File: src/common/lce_pkg.sv
//==============================================================
// Contract
// - With cycle source select at one, each rising edge of the external cycle input bumps the cycle count and zeroes the offset.
// - With cycle source select at zero, the cycle count bumps only when the offset wraps from its maximum.
// - The cycle offset advances only while the cycle timer run bit is one, otherwise it holds unless an external edge with cycle source select at one zeroes it.
// - The transmitter idle flag reads one exactly when the link transmitter is idle and ready.
// - The root bit shows whether this node is bus root and is refreshed when self-identification ends.
// - The next busy type bit reads zero for busy A and one for busy B, meaningful only in dual-phase retry.
// - A read-only field keeps the last acknowledge code received for an asynchronous transmit queue packet.
// - An event register at offset 0x008 holds the flags and an enable register of the same layout qualifies them.
// - Writing one to a set event bit acknowledges it and clears it to zero.
// - Writing one to an event bit that is already zero changes nothing.
// - With cycle master enabled, node root and a cycle count increment, a cycle-start packet is requested.
// - A cycle timeout clears cycle master enable; software restarts it by writing zero and then one.
package lce_pkg;
  //==============================================================
  // Register map (byte addresses on the host port)
  localparam int ADDR_W = 8;
  localparam logic [ADDR_W-1:0] OFF_CTRL = 8'h00;
  localparam logic [ADDR_W-1:0] OFF_ACK = 8'h04;
  localparam logic [ADDR_W-1:0] OFF_EVT = 8'h08;
  localparam logic [ADDR_W-1:0] OFF_EVTEN = 8'h0C;
  localparam logic [ADDR_W-1:0] OFF_CYTIMER = 8'h10;
  //==============================================================
  // Control register fields
  localparam int CTRL_MASTER_BIT = 11;
  localparam int CTRL_SRC_BIT = 10;
  localparam int CTRL_RUN_BIT = 9;
  localparam int CTRL_TXIDLE_BIT = 6;
  localparam int CTRL_ROOT_BIT = 5;
  localparam int CTRL_BUSY_BIT = 4;
  localparam logic [31:0] CTRL_WR_MASK = 32'h0000_0E00;
  localparam logic [31:0] CTRL_RESET = 32'h0000_0000;
  //==============================================================
  // Acknowledge status and event fields
  localparam int ACK_LSB = 27;
  localparam int ACK_W = 4;
  localparam logic [ACK_W-1:0] ACK_RESET = 4'h0;
  localparam int EVT_CYCLE_TIMEOUT_EVENT_BIT = 5;
  localparam logic [31:0] EVT_RESET = 32'h0000_0000;
  localparam logic [31:0] EVTEN_RESET = 32'h0000_0000;
  //==============================================================
  // Cycle timer
  localparam int CYC_OFFSET_W = 12;
  localparam int CYC_COUNT_W = 13;
  localparam int CYC_COUNT_LSB = 12;
  localparam logic [CYC_OFFSET_W-1:0] CYC_OFFSET_MAX = 12'hBFF;
  localparam int CLK_PERIOD_PS = 5000;
  localparam int OFFSET_TICK_PS = 40690;
  localparam int OFFSET_TICK_CYCLES = OFFSET_TICK_PS / CLK_PERIOD_PS;
endpackage

File: src/lce_cycle_timer.sv
`timescale 1ns/1ps
module lce_cycle_timer
  import lce_pkg::*;
#(
  parameter int TICK_CYCLES = OFFSET_TICK_CYCLES
) (
  input wire logic clk_sys,
  input wire logic nrst,
  input wire logic cycleSource,
  input wire logic cycleTimerRun,
  input wire logic externalCycleIn,
  output logic countInc,
  output logic [CYC_OFFSET_W-1:0] cycleOffset,
  output logic [CYC_COUNT_W-1:0] cycleCount
);
  //==============================================================
  // Pin synchroniser and edge detect
  logic sync1_reg, sync2_reg, sync3_reg;
  logic extRise;
  always_ff @(posedge clk_sys or negedge nrst) begin
    if (!nrst) begin
      sync1_reg <= 1'b0;
      sync2_reg <= 1'b0;
      sync3_reg <= 1'b0;
    end else begin
      sync1_reg <= externalCycleIn;
      sync2_reg <= sync1_reg;
      sync3_reg <= sync2_reg;
    end
  end
  assign extRise = sync2_reg & ~sync3_reg;

  //==============================================================
  // Offset rate divider and counters
  logic [15:0] div_reg, div_next;
  logic tick;
  logic [CYC_OFFSET_W-1:0] off_reg, off_next;
  logic [CYC_COUNT_W-1:0] cnt_reg, cnt_next;
  logic inc_reg, inc_next;

  assign tick = (div_reg == 16'(TICK_CYCLES - 1));

  always_comb begin
    div_next = tick ? 16'h0000 : div_reg + 16'h0001;
    off_next = off_reg;
    cnt_next = cnt_reg;
    inc_next = 1'b0;
    if (cycleSource && extRise) begin
      off_next = '0;
      cnt_next = cnt_reg + 1'b1;
      inc_next = 1'b1;
    end else if (cycleTimerRun && tick) begin
      if (off_reg == CYC_OFFSET_MAX) begin
        off_next = '0;
        if (!cycleSource) begin
          cnt_next = cnt_reg + 1'b1;
          inc_next = 1'b1;
        end
      end else begin
        off_next = off_reg + 1'b1;
      end
    end
  end

  always_ff @(posedge clk_sys or negedge nrst) begin
    if (!nrst) begin
      div_reg <= 16'h0000;
      off_reg <= '0;
      cnt_reg <= '0;
      inc_reg <= 1'b0;
    end else begin
      div_reg <= div_next;
      off_reg <= off_next;
      cnt_reg <= cnt_next;
      inc_reg <= inc_next;
    end
  end

  assign countInc = inc_reg;
  assign cycleOffset = off_reg;
  assign cycleCount = cnt_reg;

  //==============================================================
  // Checks
  property p_ext_edge;
    @(posedge clk_sys) disable iff (!nrst)
    (cycleSource && extRise) |=> (off_reg == '0) && (cnt_reg == $past(cnt_reg) + 1'b1);
  endproperty
  a_ext_edge: assert property (p_ext_edge) else $error("external edge did not step count");

  property p_wrap_step;
    @(posedge clk_sys) disable iff (!nrst)
    (!cycleSource && cycleTimerRun && tick && off_reg == CYC_OFFSET_MAX)
      |=> (cnt_reg == $past(cnt_reg) + 1'b1) ##0 countInc;
  endproperty
  a_wrap_step: assert property (p_wrap_step) else $error("wrap did not step count");

  property p_no_mid_step;
    @(posedge clk_sys) disable iff (!nrst)
    (!cycleSource && off_reg != CYC_OFFSET_MAX) |=> $stable(cnt_reg);
  endproperty
  a_no_mid_step: assert property (p_no_mid_step) else $error("count stepped without wrap");

  property p_hold_offset;
    @(posedge clk_sys) disable iff (!nrst)
    (!cycleTimerRun && !(cycleSource && extRise)) |=> $stable(off_reg);
  endproperty
  a_hold_offset: assert property (p_hold_offset) else $error("offset moved while stopped");
endmodule

File: src/lce_link_regs.sv
`timescale 1ns/1ps
module lce_link_regs
  import lce_pkg::*;
#(
  parameter int TICK_CYCLES = OFFSET_TICK_CYCLES
) (
  input wire logic clk_sys,
  input wire logic nrst,
  input wire logic [ADDR_W-1:0] hostAddr,
  input wire logic [7:0] hostWrData,
  input wire logic hostWr_n,
  input wire logic hostRd_n,
  output logic [7:0] hostRdData,
  output logic hostRdEn,
  input wire logic externalCycleIn,
  input wire logic transmitterIdle,
  input wire logic rootIn,
  input wire logic selfIdDone,
  input wire logic nextBusyB,
  input wire logic [ACK_W-1:0] ackCode,
  input wire logic ackValid,
  input wire logic [31:0] eventSet,
  output logic cycleStartReq,
  output logic irq
);
  //==============================================================
  // Host port synchronisers
  logic [ADDR_W-1:0] addr1_reg, addr2_reg;
  logic [7:0] data1_reg, data2_reg;
  logic wr1_reg, wr2_reg, wr3_reg, rd1_reg, rd2_reg, rd3_reg;
  always_ff @(posedge clk_sys or negedge nrst) begin
    if (!nrst) begin
      addr1_reg <= '0;
      addr2_reg <= '0;
      data1_reg <= 8'h00;
      data2_reg <= 8'h00;
      wr1_reg <= 1'b0;
      wr2_reg <= 1'b0;
      wr3_reg <= 1'b0;
      rd1_reg <= 1'b0;
      rd2_reg <= 1'b0;
      rd3_reg <= 1'b0;
    end else begin
      addr1_reg <= hostAddr;
      addr2_reg <= addr1_reg;
      data1_reg <= hostWrData;
      data2_reg <= data1_reg;
      wr1_reg <= ~hostWr_n;
      wr2_reg <= wr1_reg;
      wr3_reg <= wr2_reg;
      rd1_reg <= ~hostRd_n;
      rd2_reg <= rd1_reg;
      rd3_reg <= rd2_reg;
    end
  end

  // Strobes act once, on the synchronised leading edge
  logic wrStb, rdStb;
  logic [31:0] laneMask, wrWord;
  assign wrStb = wr2_reg & ~wr3_reg;
  assign rdStb = rd2_reg & ~rd3_reg;
  assign laneMask = 32'h0000_00FF << {addr2_reg[1:0], 3'b000};
  assign wrWord = {4{data2_reg}};

  function automatic logic hitWord(input logic [ADDR_W-1:0] a, input logic [ADDR_W-1:0] off);
    hitWord = ({a[ADDR_W-1:2], 2'b00} == off);
  endfunction

  //==============================================================
  // Cycle timer
  logic countInc;
  logic [CYC_OFFSET_W-1:0] cycleOffset;
  logic [CYC_COUNT_W-1:0] cycleCount;
  logic [31:0] ctrl_reg, ctrl_next;

  lce_cycle_timer #(.TICK_CYCLES(TICK_CYCLES)) u_timer (
    .clk_sys(clk_sys),
    .nrst(nrst),
    .cycleSource(ctrl_reg[CTRL_SRC_BIT]),
    .cycleTimerRun(ctrl_reg[CTRL_RUN_BIT]),
    .externalCycleIn(externalCycleIn),
    .countInc(countInc),
    .cycleOffset(cycleOffset),
    .cycleCount(cycleCount)
  );

  //==============================================================
  // Registers
  logic root_reg, root_next;
  logic [ACK_W-1:0] ack_reg, ack_next;
  logic [31:0] evt_reg, evt_next, en_reg, en_next;
  logic start_reg, start_next;
  logic [7:0] rdData_reg, rdData_next;
  logic [31:0] ctrlView, rdWord;

  always_comb begin
    ctrlView = ctrl_reg;
    ctrlView[CTRL_TXIDLE_BIT] = transmitterIdle;
    ctrlView[CTRL_ROOT_BIT] = root_reg;
    ctrlView[CTRL_BUSY_BIT] = nextBusyB;
  end

  always_comb begin
    ctrl_next = ctrl_reg;
    root_next = selfIdDone ? rootIn : root_reg;
    ack_next = ackValid ? ackCode : ack_reg;
    evt_next = evt_reg;
    en_next = en_reg;
    if (wrStb) begin
      if (hitWord(addr2_reg, OFF_CTRL)) begin
        ctrl_next = (ctrl_reg & ~(laneMask & CTRL_WR_MASK)) | (wrWord & laneMask & CTRL_WR_MASK);
      end else if (hitWord(addr2_reg, OFF_EVT)) begin
        // Ones clear, zeros leave the bit alone
        evt_next = evt_reg & ~(wrWord & laneMask);
      end else if (hitWord(addr2_reg, OFF_EVTEN)) begin
        en_next = (en_reg & ~laneMask) | (wrWord & laneMask);
      end
    end
    // Hardware set wins over a same-cycle acknowledge
    evt_next = evt_next | eventSet;
    if (eventSet[EVT_CYCLE_TIMEOUT_EVENT_BIT]) begin
      ctrl_next[CTRL_MASTER_BIT] = 1'b0;
    end
    start_next = countInc && ctrl_reg[CTRL_MASTER_BIT] && root_reg;
  end

  always_comb begin
    rdWord = 32'h0000_0000;
    if (hitWord(addr2_reg, OFF_CTRL)) begin
      rdWord = ctrlView;
    end else if (hitWord(addr2_reg, OFF_ACK)) begin
      rdWord[ACK_LSB +: ACK_W] = ack_reg;
    end else if (hitWord(addr2_reg, OFF_EVT)) begin
      rdWord = evt_reg;
    end else if (hitWord(addr2_reg, OFF_EVTEN)) begin
      rdWord = en_reg;
    end else if (hitWord(addr2_reg, OFF_CYTIMER)) begin
      rdWord[CYC_COUNT_LSB +: CYC_COUNT_W] = cycleCount;
      rdWord[CYC_OFFSET_W-1:0] = cycleOffset;
    end
    rdData_next = rdStb ? 8'(rdWord >> {addr2_reg[1:0], 3'b000}) : rdData_reg;
  end

  always_ff @(posedge clk_sys or negedge nrst) begin
    if (!nrst) begin
      ctrl_reg <= CTRL_RESET;
      root_reg <= 1'b0;
      ack_reg <= ACK_RESET;
      evt_reg <= EVT_RESET;
      en_reg <= EVTEN_RESET;
      start_reg <= 1'b0;
      rdData_reg <= 8'h00;
    end else begin
      ctrl_reg <= ctrl_next;
      root_reg <= root_next;
      ack_reg <= ack_next;
      evt_reg <= evt_next;
      en_reg <= en_next;
      start_reg <= start_next;
      rdData_reg <= rdData_next;
    end
  end

  assign hostRdData = rdData_reg;
  assign hostRdEn = rd2_reg & rd3_reg;
  assign cycleStartReq = start_reg;
  assign irq = |(evt_reg & en_reg);

  //==============================================================
  // Checks
  property p_txidle_read;
    @(posedge clk_sys) disable iff (!nrst)
    (rdStb && addr2_reg == OFF_CTRL) |=> hostRdData[CTRL_TXIDLE_BIT] == $past(transmitterIdle);
  endproperty
  a_txidle_read: assert property (p_txidle_read) else $error("idle flag misread");

  property p_root_update;
    @(posedge clk_sys) disable iff (!nrst)
    selfIdDone |=> (root_reg == $past(rootIn)) ##1 (root_reg == $past(rootIn, 2) || $past(selfIdDone));
  endproperty
  a_root_update: assert property (p_root_update) else $error("root not refreshed");

  property p_busy_read;
    @(posedge clk_sys) disable iff (!nrst)
    (rdStb && addr2_reg == OFF_CTRL) |=> hostRdData[CTRL_BUSY_BIT] == $past(nextBusyB);
  endproperty
  a_busy_read: assert property (p_busy_read) else $error("busy type misread");

  property p_ack_capture;
    @(posedge clk_sys) disable iff (!nrst)
    ackValid |=> ack_reg == $past(ackCode);
  endproperty
  a_ack_capture: assert property (p_ack_capture) else $error("ack code not captured");

  property p_evt_clear;
    @(posedge clk_sys) disable iff (!nrst)
    (wrStb && addr2_reg == OFF_EVT && eventSet[7:0] == 8'h00)
      |=> (evt_reg[7:0] & $past(data2_reg)) == 8'h00;
  endproperty
  a_evt_clear: assert property (p_evt_clear) else $error("acknowledge did not clear");

  property p_evt_no_spurious;
    @(posedge clk_sys) disable iff (!nrst)
    1'b1 |=> (evt_reg & ~$past(evt_reg) & ~$past(eventSet)) == 32'h0000_0000;
  endproperty
  a_evt_no_spurious: assert property (p_evt_no_spurious) else $error("event set by software");

  property p_set_wins;
    @(posedge clk_sys) disable iff (!nrst)
    eventSet[0] |=> evt_reg[0];
  endproperty
  a_set_wins: assert property (p_set_wins) else $error("event lost");

  property p_start;
    @(posedge clk_sys) disable iff (!nrst)
    (countInc && ctrl_reg[CTRL_MASTER_BIT] && root_reg) |=> cycleStartReq ##1 !cycleStartReq[*1];
  endproperty
  a_start: assert property (p_start) else $error("cycle start missing");

  property p_timeout_stop;
    @(posedge clk_sys) disable iff (!nrst)
    eventSet[EVT_CYCLE_TIMEOUT_EVENT_BIT] |=> !ctrl_reg[CTRL_MASTER_BIT] ##0 evt_reg[EVT_CYCLE_TIMEOUT_EVENT_BIT];
  endproperty
  a_timeout_stop: assert property (p_timeout_stop) else $error("master not stopped");

  property p_irq;
    @(posedge clk_sys) disable iff (!nrst)
    (|(eventSet & en_next)) |=> irq;
  endproperty
  a_irq: assert property (p_irq) else $error("interrupt not raised");
endmodule

File: config.mk
export PLATFORM = sky130hd
export DESIGN_NAME = lce_link_regs
export DESIGN_NICKNAME = d
export VERILOG_FILES = /design/src/common/lce_pkg.sv /design/src/lce_cycle_timer.sv /design/src/lce_link_regs.sv
export SDC_FILE = /design/constraint.sdc
export NUM_CORES = 1
export LEC_CHECK = 0
export ABC_AREA = 1
export BUFFER_PORTS_ARGS = -buffer_cell sky130_fd_sc_hd__clkbuf_2
export CORE_MARGIN = 3
export CORE_UTILIZATION = 40
export CTS_BUF_LIST = sky130_fd_sc_hd__clkbuf_8
export DETAILED_ROUTE_END_ITERATION = 12
export SKIP_LAST_GASP = 1
export SLEW_MARGIN = 0
export SYNTH_ARGS = -nofsm -noshare
export SYNTH_HDL_FRONTEND = slang
export SYNTH_SLANG_ARGS = --single-unit
File: constraint.sdc
create_clock -name clk_sys -period 2.5 [get_ports clk_sys]
set_clock_uncertainty 0.1 [all_clocks]
set_input_delay 0.5 -clock clk_sys [delete_from_list [all_inputs] [get_ports clk_sys]]
set_output_delay 0.5 -clock clk_sys [all_outputs]
set_load 0.02 [all_outputs]
==> impl_metrics.ini, run 1 <==
[grt]
grt_overflow = 0
grt_pass1_wl_mm = 32.2
grt_max_degree = 55
grt_usage = 0.200
grt_pass1_vias = 6059
antenna_found_initial = 0

[timing]
relSlewSlack = 0.228
finalCriticalPeriod_ns = 2.42
max_freq_ghz = 0.412
hold_violations = 0
whs_ns = 0.0426
slew_viol_final = 0
min_period_over_period = 0.970
timing.setup.tns_ns = 0
rsz0062_at_grt = yes
worstMarginPinSlew_ns = 1.16
setup_violations = 0

[critical_path]
worst_ep_required_time_ns = 1.90
r2r_start = u_timer.cycleOffset[0]
crit_end = irq
startpoint_type = register
critPathKind = register to primary output
rr_endpoint = u_timer.cycleCount[9]
ff2ff_setup_slack_ns = 0.28
worstSetupEndpointType = primary output
rr_worst_depth = 11
cp.arrival_ns = 1.82
crit_fanout = 3

[clock_network]
cts_buffers = 17
cts.path.max_buffers = 2
cts.clk_slew.worst_paths_ns = 0.10
cts_tree = yes
htree_levels = 4
root_buffer = clkbuf_8
clkSinkCount = 164
clock_latency_ns = 0.48

[power_and_ir_drop]
power.leakage_nw = 4.40
clockPowerShare = 0.399
switching_share = 0.277
power.total_mw = 5.30
intPower_mw = 3.83
ir_drop_uv = 382
power_frac_comb = 0.078
power.density_nw_per_um2 = 589
sequentialPowerShare = 0.523
switchingPower_mw = 1.47

[finish]
final_cell_mix = 255 x nand2_1, 164 x dfrtp_1, 114 x inv_1, 99 x o21ai_0, 79 x nor2_1
syn2layout_area_growth_pct = 17.2
final_common_cell = nand2_1
multiInputGateArea_um2 = 3020
final_cells = 1270
fillers = 1852
nets = 1088
final_util = 0.479
regArea_um2 = 4100
drive_gt1_frac = 0.143
diodes = 0

[placed_design]
gp_congestion = 0.929
placedCellCount = 1217
dp.final_hpwl_mm = 14.4
io_buffers = 72

[floorplanning]
start_util = 0.409
die_x_um = 144
die_area_um2 = 20900
ios = 73
core_um2 = 18800
rows = 50
die_h_um = 144

[synthesis]
synth_warnings = 0
synth.area.mux_share = 0.00147
synth_simple_gate_area_frac = 0.239
yosysUniqueCellTypes = 40
synth_xor_area_frac = 0.0354
syn_inst = 919
ys_seq_area_frac = 0.535
synth-seq-cells = 164
synth_fp_nets = 984
synth_top_family_by_area = simple AND/OR/NAND/NOR gates
syn_area_um2 = 7670
synth_compound_area_frac = 0.110
synth-adder-area-share = 0.00489
avgSynthCellArea_um2 = 8.35

[drt]
vias = 6347
ant_nets = 0
via_per_inst = 5.00
drt_iter0_drc = 542
dr.pass1.iters = 7
wire_per_inst_um = 15.6
wirelength_mm = 19.8
drc = 0

[min_path]
hp-class = primary input to register

[job]
maxCapViolations = 0

[run_status]
run_status = finished, final reports clean
metrics by stage:
step / area, um2 / worst slack [ns]
4_1_cts: 8950 / 0.00832
2_1_floorplan: 7670 / 0.714
3_5_place_dp: 8330 / 0.321
3_3_place_gp: 8330 / 0.339
6_report: 8990 / 0.0756
5_1_grt: 8990 / -0.0352
how the worst min path moves through the flow:
stage / start / endpoint / slack (ns) / cells after the start
CTS: externalCycleIn / u_timer.sync1_reg / 0.02 / 1
finish: externalCycleIn / u_timer.sync1_reg / 0.04 / 1
global placement: data1_reg[0] / data2_reg[0] / 0.23 / 0
global route: externalCycleIn / u_timer.sync1_reg / 0.01 / 1
floorplan: nrst / async pin / 0.10 / 0
detailed placement: data1_reg[7] / data2_reg[7] / 0.23 / 0
synthesized netlist by cell type:
cell | instances | area (um2)
clkinv_1 | 1 | 3.75
o21bai_1 | 10 | 75.1
nor3_1 | 12 | 60.1
dfrtp_1 | 164 | 4100
clkinv_2 | 1 | 5.00
a21oi_2 | 2 | 17.5
inv_2 | 4 | 15.0
nand2_1 | 255 | 957
a21oi_1 | 18 | 90.1
nand4_4 | 1 | 21.3
nand3b_1 | 1 | 7.51
o31ai_1 | 1 | 7.51
o211ai_1 | 4 | 30.0
clkbuf_1 | 2 | 7.51
a31oi_1 | 2 | 12.5
buf_2 | 13 | 65.1
o21ai_0 | 101 | 505
xor2_1 | 28 | 245
a22o_1 | 3 | 26.3
ha_1 | 3 | 37.5
or2_2 | 1 | 6.26
mux2_2 | 1 | 11.3
nand2_4 | 2 | 22.5
nor2_2 | 2 | 12.5
buf_1 | 1 | 3.75
nor2_4 | 5 | 56.3
xnor2_1 | 3 | 26.3
nor4_1 | 4 | 25.0
o21a_1 | 2 | 15.0
nand3_1 | 42 | 210
and2_1 | 1 | 6.26
and3_1 | 1 | 6.26
nor2_1 | 79 | 297
o22ai_1 | 6 | 37.5
nand4_1 | 16 | 100
a221oi_1 | 3 | 26.3
nand3_2 | 3 | 30.0
inv_1 | 115 | 432
nand2_2 | 3 | 18.8
buf_6 | 3 | 33.8
critical path, stage by stage, from the launching register on:
cell	delay (ns)
dfrtp_1	0.40
a22o_1	0.24
a21oi_2	0.10
nand4_1	0.14
nor3_2	0.19
nand2_1	0.12
buf_6	0.15
kinds of logic (layout without fill, tap and decap cells):
| kind of cell | Yosys count | after routing |
|---|---|---|
| and+or+nand+nor | 428 | 428 |
| DFF | 164 | 164 |
| AOI/OAI and AO/OA | 152 | 152 |
| buffers and inverters | 140 | 257 |
| xor gates and xnor gates | 31 | 31 |
| adders and majority gates | 3 | 3 |
| muxes | 1 | 1 |
area by class of cell:
type	count	share of cell area
clock buffer	17	0.0260
timing repair buffer	104	0.0757
inverter	121	0.0507
clock inverter	15	0.0228
multi-input combinational	615	0.336
sequential	164	0.457
tap	234	0.0326
per-layer routing:
| metal | up-vias | GRT usage | share of wire |
|---|---|---|---|
| li1 | 3141 | - | - |
| met4 | 0 | 0.0687 | 0.023 |
| met1 | 3002 | 0.284 | 0.48 |
| met3 | 31 | 0.0483 | 0.051 |
| met5 | - | 0 | 0 |
| met2 | 173 | 0.302 | 0.45 |
timing repair:
action,CTS,global route
pin swaps,2,5
hold buffers,17,0
endpoints found under the setup margin,1,1
setup buffers,1,3
hold endpoints to repair,66,0
gates resized for setup,3,6
power groups by stage:
stage	logic (mW)	clock network, mW	registers, mW
5_1_grt	0.460	2.27	2.78
2_1_floorplan	0.164	0	2.82
3_5_place_dp	0.381	0	2.82
4_1_cts	0.409	2.17	2.77
6_report	0.412	2.11	2.77
3_3_place_gp	0.381	0	2.82
Note: power is estimated with default switching activity, not from simulation.
==> inputs of run 2 (changes only) <==
--- a/config.mk
+++ b/config.mk
@@ -8,9 +8,10 @@
 export ABC_AREA = 1
 export BUFFER_PORTS_ARGS = -buffer_cell sky130_fd_sc_hd__clkbuf_2
 export CORE_MARGIN = 3
-export CORE_UTILIZATION = 40
+export CORE_UTILIZATION = 55
 export CTS_BUF_LIST = sky130_fd_sc_hd__clkbuf_8
 export DETAILED_ROUTE_END_ITERATION = 12
+export PLACE_DENSITY = 0.75
 export SKIP_LAST_GASP = 1
 export SLEW_MARGIN = 0
 export SYNTH_ARGS = -nofsm -noshare
==> run 2 against run 1 <==
Effect of this change:
- flip-flop and latch count unchanged
- utilization increased by 17 points
- die area is 26% lower
- via count down 0.39%
- largest cell class unchanged
- highest routed layer unchanged
==> impl_metrics.ini, run 2 (synthesized netlist as in run 1, its figures left out) <==
[run_status]
run_status = finished, final reports clean

[floorplanning]
die_x_um = 124
die_h_um = 124
die_area_um2 = 15400
start_util = 0.570
ios = 73
core_um2 = 13500
rows = 42

[clock_network]
cts.path.max_buffers = 2
clock_latency_ns = 0.46
root_buffer = clkbuf_8
cts_buffers = 17
htree_levels = 4
cts_tree = yes
cts.clk_slew.worst_paths_ns = 0.09
clkSinkCount = 164

[placed_design]
gp_congestion = 0.958
placedCellCount = 1160
dp.final_hpwl_mm = 13.7
io_buffers = 72

[critical_path]
cp.arrival_ns = 1.80
worst_ep_required_time_ns = 1.90
worstSetupEndpointType = primary output
critPathKind = register to primary output
crit_chain = inv_1 > o21ai_1 > a221oi_2 > o21ai_1 > nor3_2 > nand2_1 > clkbuf_8
crit_buf_inv = 2
startpoint_type = register
cpLargestDelayFamily = compound AO/OA/AOI/OAI gates
cp_common_cell = o21ai_1
worst_path_largest_cell_delay_ns = 0.39
crit_fanout = 2
crit_path_top_delay_cell = dfrtp_1
r2r_start = u_timer.div_reg[0]

[timing]
setup_violations = 0
relSlewSlack = 0.307
timing.setup.tns_ns = 0
slew_viol_final = 0
finalCriticalPeriod_ns = 2.40
max_freq_ghz = 0.416
min_period_over_period = 0.961
hold_violations = 0
rsz0062_at_grt = yes
whs_ns = 0.0353
worstMarginPinSlew_ns = 1.04

[finish]
final_common_cell = nand2_1
final_util = 0.651
final_cells = 1198
drive_gt1_frac = 0.145
fillers = 1193
multiInputGateArea_um2 = 3020
syn2layout_area_growth_pct = 14.1
diodes = 0
regArea_um2 = 4100
final_cell_mix = 255 x nand2_1, 164 x dfrtp_1, 116 x inv_1, 99 x o21ai_0, 79 x nor2_1
nets = 1074

[drt]
drc = 0
drt_iter0_drc = 777
ant_nets = 0
vias = 6322
via_per_inst = 5.28
wire_per_inst_um = 15.5
dr.pass1.iters = 5
wirelength_mm = 18.6

[grt]
grt_pass1_vias = 5977
antenna_found_initial = 0
grt_max_degree = 62
grt_usage = 0.262
grt_overflow = 0
grt_pass1_wl_mm = 30.6

[power_and_ir_drop]
power.leakage_nw = 4.35
power.density_nw_per_um2 = 585
power.total_mw = 5.12
ir_drop_uv = 476

[job]
maxCapViolations = 0

[min_path]
hp-class = primary input to register
hp-start = hostWrData[7]
## run 2: cell count changes in the layout (fill, tap and decap cells not counted), sizes merged
cell         previous run  this run
clkinvlp                1         0
dlygate4sd3            17         1
buf                    17        18
inv                   128       126
clkinv                  5         8
clkbuf                 87        88
## run 2: worst paths after layout
check	endpoint	cells past startpoint	slack (ns)
hold / removal	data1_reg[7]	1	0.04
setup / recovery	irq	7	0.1
hold reg to reg	rd2_reg	0	0.25
max in group asynchronous	addr2_reg[1]	3	1.22
min in group asynchronous	u_timer.div_reg[7]	2	0.48
setup reg to reg	u_timer.cycleCount[9]	10	0.37
## run 2: repair_timing
| item | in CTS | in global routing |
|---|---|---|
| hold buffers | 1 | 0 |
| resized for setup | 5 | 2 |
| endpoints found under the setup margin | 1 | 1 |
| hold endpoints to repair | 58 | 0 |
| setup buffers | 1 | 4 |
| pin swaps | 2 | 5 |
| cloned | 0 | 0 |
## run 2: per-layer routing
metal	up-vias	track usage	part of all wire	wire length, um
met5	-	0	0	0
met4	0	0.0691	0.013	245
li1	3117	-	-	-
met2	211	0.402	0.46	8510
met3	22	0.0586	0.071	1320
met1	2972	0.380	0.46	8490
## run 2: layout make-up
class	count	area share
Clock buffer	17	0.0267
Timing Repair Buffer	90	0.0629
Multi-Input combinational cell	615	0.345
Sequential cell	164	0.469
Inverter	121	0.0520
Tap cell	176	0.0252
Clock inverter	15	0.0197
## run 2: worst reg2reg max path, delay by kind of cell, from the launching register on
family	cells	cell delay (ns)
adder cells (fa/ha/maj)	1	0.22
flip-flops	1	0.38
AND/OR/NAND/NOR	9	1.36
## run 2: through the flow
stage / setup slack [ns] / instance area [um2]
after floorplan: 0.714 / 7670
after global placement: 0.443 / 8270
after detailed placement: 0.387 / 8270
after CTS: 0.0139 / 8710
after global routing: -0.0434 / 8750
final: 0.0965 / 8750
## run 2: report_power, final
group | leakage [nW] | switching (mW) | internal, mW
Combinational | 2.13 | 0.246 | 0.141
Sequential | 2.00 | 0.0492 | 2.72
Clock | 0.212 | 1.04 | 0.918
Total | 4.35 | 1.34 | 3.78
==> inputs of run 3 (changes only) <==
--- a/config.mk
+++ b/config.mk
@@ -8,10 +8,11 @@
 export ABC_AREA = 1
 export BUFFER_PORTS_ARGS = -buffer_cell sky130_fd_sc_hd__clkbuf_2
 export CORE_MARGIN = 3
-export CORE_UTILIZATION = 55
+export CORE_UTILIZATION = 40
 export CTS_BUF_LIST = sky130_fd_sc_hd__clkbuf_8
 export DETAILED_ROUTE_END_ITERATION = 12
-export PLACE_DENSITY = 0.75
+export PLACE_DENSITY = 0.58
+export REMOVE_ABC_BUFFERS = 1
 export SKIP_LAST_GASP = 1
 export SLEW_MARGIN = 0
 export SYNTH_ARGS = -nofsm -noshare
==> run 3 against run 2 <==
Effect of this change:
- worst setup slack gained 0.040 ns
- hold slack gained 0.0092 ns
- power grew 7.6%
- largest cell class unchanged
- non-clock buffer count shrank 2
- register-to-register slack gained 0.05 ns
- clock power grew 19%
- combinational power grew 1%
- flip-flop and latch count is the same
- maximum frequency grew 1.7%
- first-iteration DRC count shrank 44%
- sequential power is essentially flat
- sequential share of layout area shrank 0.71 points
==> impl_metrics.ini, run 3 (synthesized netlist as in run 1, its figures left out) <==
[drt]
wirelength_mm = 19.7
drt_iter0_drc = 436
drc = 0
dr.pass1.iters = 5
wire_per_inst_um = 15.7
vias = 6191
ant_nets = 0
via_per_inst = 4.94

[power_and_ir_drop]
switchingPower_mw = 1.35
ir_drop_uv = 339
switching_share = 0.245
power_frac_comb = 0.071
power.density_nw_per_um2 = 620
clockPowerShare = 0.426
power.total_mw = 5.51
sequentialPowerShare = 0.503
power.leakage_nw = 4.37
intPower_mw = 4.16

[job]
maxCapViolations = 0

[min_path]
hp-class = primary input to register

[grt]
antenna_found_initial = 0
grt_pass1_vias = 6116
grt_usage = 0.198
grt_max_degree = 58
grt_overflow = 0
grt_pass1_wl_mm = 31.9

[critical_path]
worst_ep_required_time_ns = 1.90
cp.arrival_ns = 1.76
startpoint_type = register
worstSetupEndpointType = primary output
crit_fanout = 3
critPathKind = register to primary output

[placed_design]
dp.final_hpwl_mm = 14.5
io_buffers = 72
gp_congestion = 0.902
placed_cell_area_um2 = 8370

[clock_network]
clkSinkCount = 164
root_buffer = clkbuf_8
postCtsSetupBuffers = 0
cts_tree = yes
cts_buffers = 17
clock_latency_ns = 0.46
cts.path.max_buffers = 2
htree_levels = 4
cts.clk_slew.worst_paths_ns = 0.09

[timing]
timing.setup.tns_ns = 0
max_freq_ghz = 0.423
finalCriticalPeriod_ns = 2.36
worstMarginPinSlew_ns = 1.08
slew_viol_final = 0
relSlewSlack = 0.279
setup_violations = 0
hold_violations = 0
min_period_over_period = 0.945
rsz0062_at_grt = yes

[finish]
nets = 1072
drive_gt1_frac = 0.143
final_common_cell = nand2_1
final_util = 0.474
fin_area_um2 = 8890
final_cell_mix = 255 x nand2_1, 164 x dfrtp_1, 115 x inv_1, 99 x o21ai_0, 79 x nor2_1
syn2layout_area_growth_pct = 15.9
diodes = 0

[run_status]
run_status = finished, final reports clean

[floorplanning]
die_h_um = 144
core_um2 = 18800
die_x_um = 144
rows = 50
ios = 73
start_util = 0.409
die_area_um2 = 20900
[run 3: what timing repair did]
| item | in CTS | in global routing |
|---|---|---|
| hold buffers | 1 | 0 |
| gates resized for setup | 0 | 7 |
| endpoints found under the hold margin | 52 | 0 |
| setup endpoints to repair | 0 | 1 |
[run 3: cell type report]
| type | instances | area [um2] |
|---|---|---|
| Clock buffer | 20 | 275 |
| Tap cell | 234 | 293 |
| Inverter | 121 | 455 |
| Fill cell | 1874 | 9880 |
| Sequential cell | 164 | 4100 |
| Multi-Input combinational cell | 615 | 3010 |
| Timing Repair Buffer | 88 | 533 |
| Clock inverter | 12 | 216 |
[run 3: routing by layer]
metal / share of wire / GRT usage / vias up
met1: 0.49 / 0.288 / 2903
li1: - / - / 3109
met3: 0.038 / 0.0360 / 29
met4: 0.027 / 0.0712 / 0
met2: 0.45 / 0.298 / 150
met5: 0 / 0 / -
[run 3: through the flow]
step                hold WS, ns  worst slack (ns)  cells
global placement          0.232             0.435   1221
floorplan                 0.104             0.479    900
detailed placement        0.235             0.435   1221
CTS                     0.00782           0.00475   1254
global route             0.0116           -0.0170   1254
finish                   0.0445             0.137   1254
[run 3: path summary, 6_finish.rpt]
check	from	end	cells after the start	slack [ns]
max in group asynchronous	nrst	evt_reg[18]	3	1.13
worst min-delay path	hostWrData[7]	data1_reg[7]	1	0.04
worst min register to register	wr1_reg	wr2_reg	0	0.25
min in group asynchronous	nrst	u_timer.div_reg[15]	2	0.47
worst max-delay path	evt_reg[18]	irq	7	0.14
worst max register to register	u_timer.cycleOffset[0]	u_timer.cycleCount[10]	11	0.42
[run 3: worst max-delay path, stage by stage (launching register included)]
cell      delay (ns)
dfrtp_1         0.41
nand2_1         0.08
o21ai_1         0.06
a221oi_1        0.19
o21ai_1         0.14
nor3_2          0.19
nand2_1         0.10
buf_6           0.14
[run 3: power by group through the flow]
stage	clock network (mW)	registers [mW]	logic, mW
3_3_place_gp	0	2.82	0.384
4_1_cts	2.40	2.77	0.388
3_5_place_dp	0	2.82	0.385
5_1_grt	2.50	2.78	0.446
2_1_floorplan	0	2.83	0.154
6_report	2.34	2.77	0.392
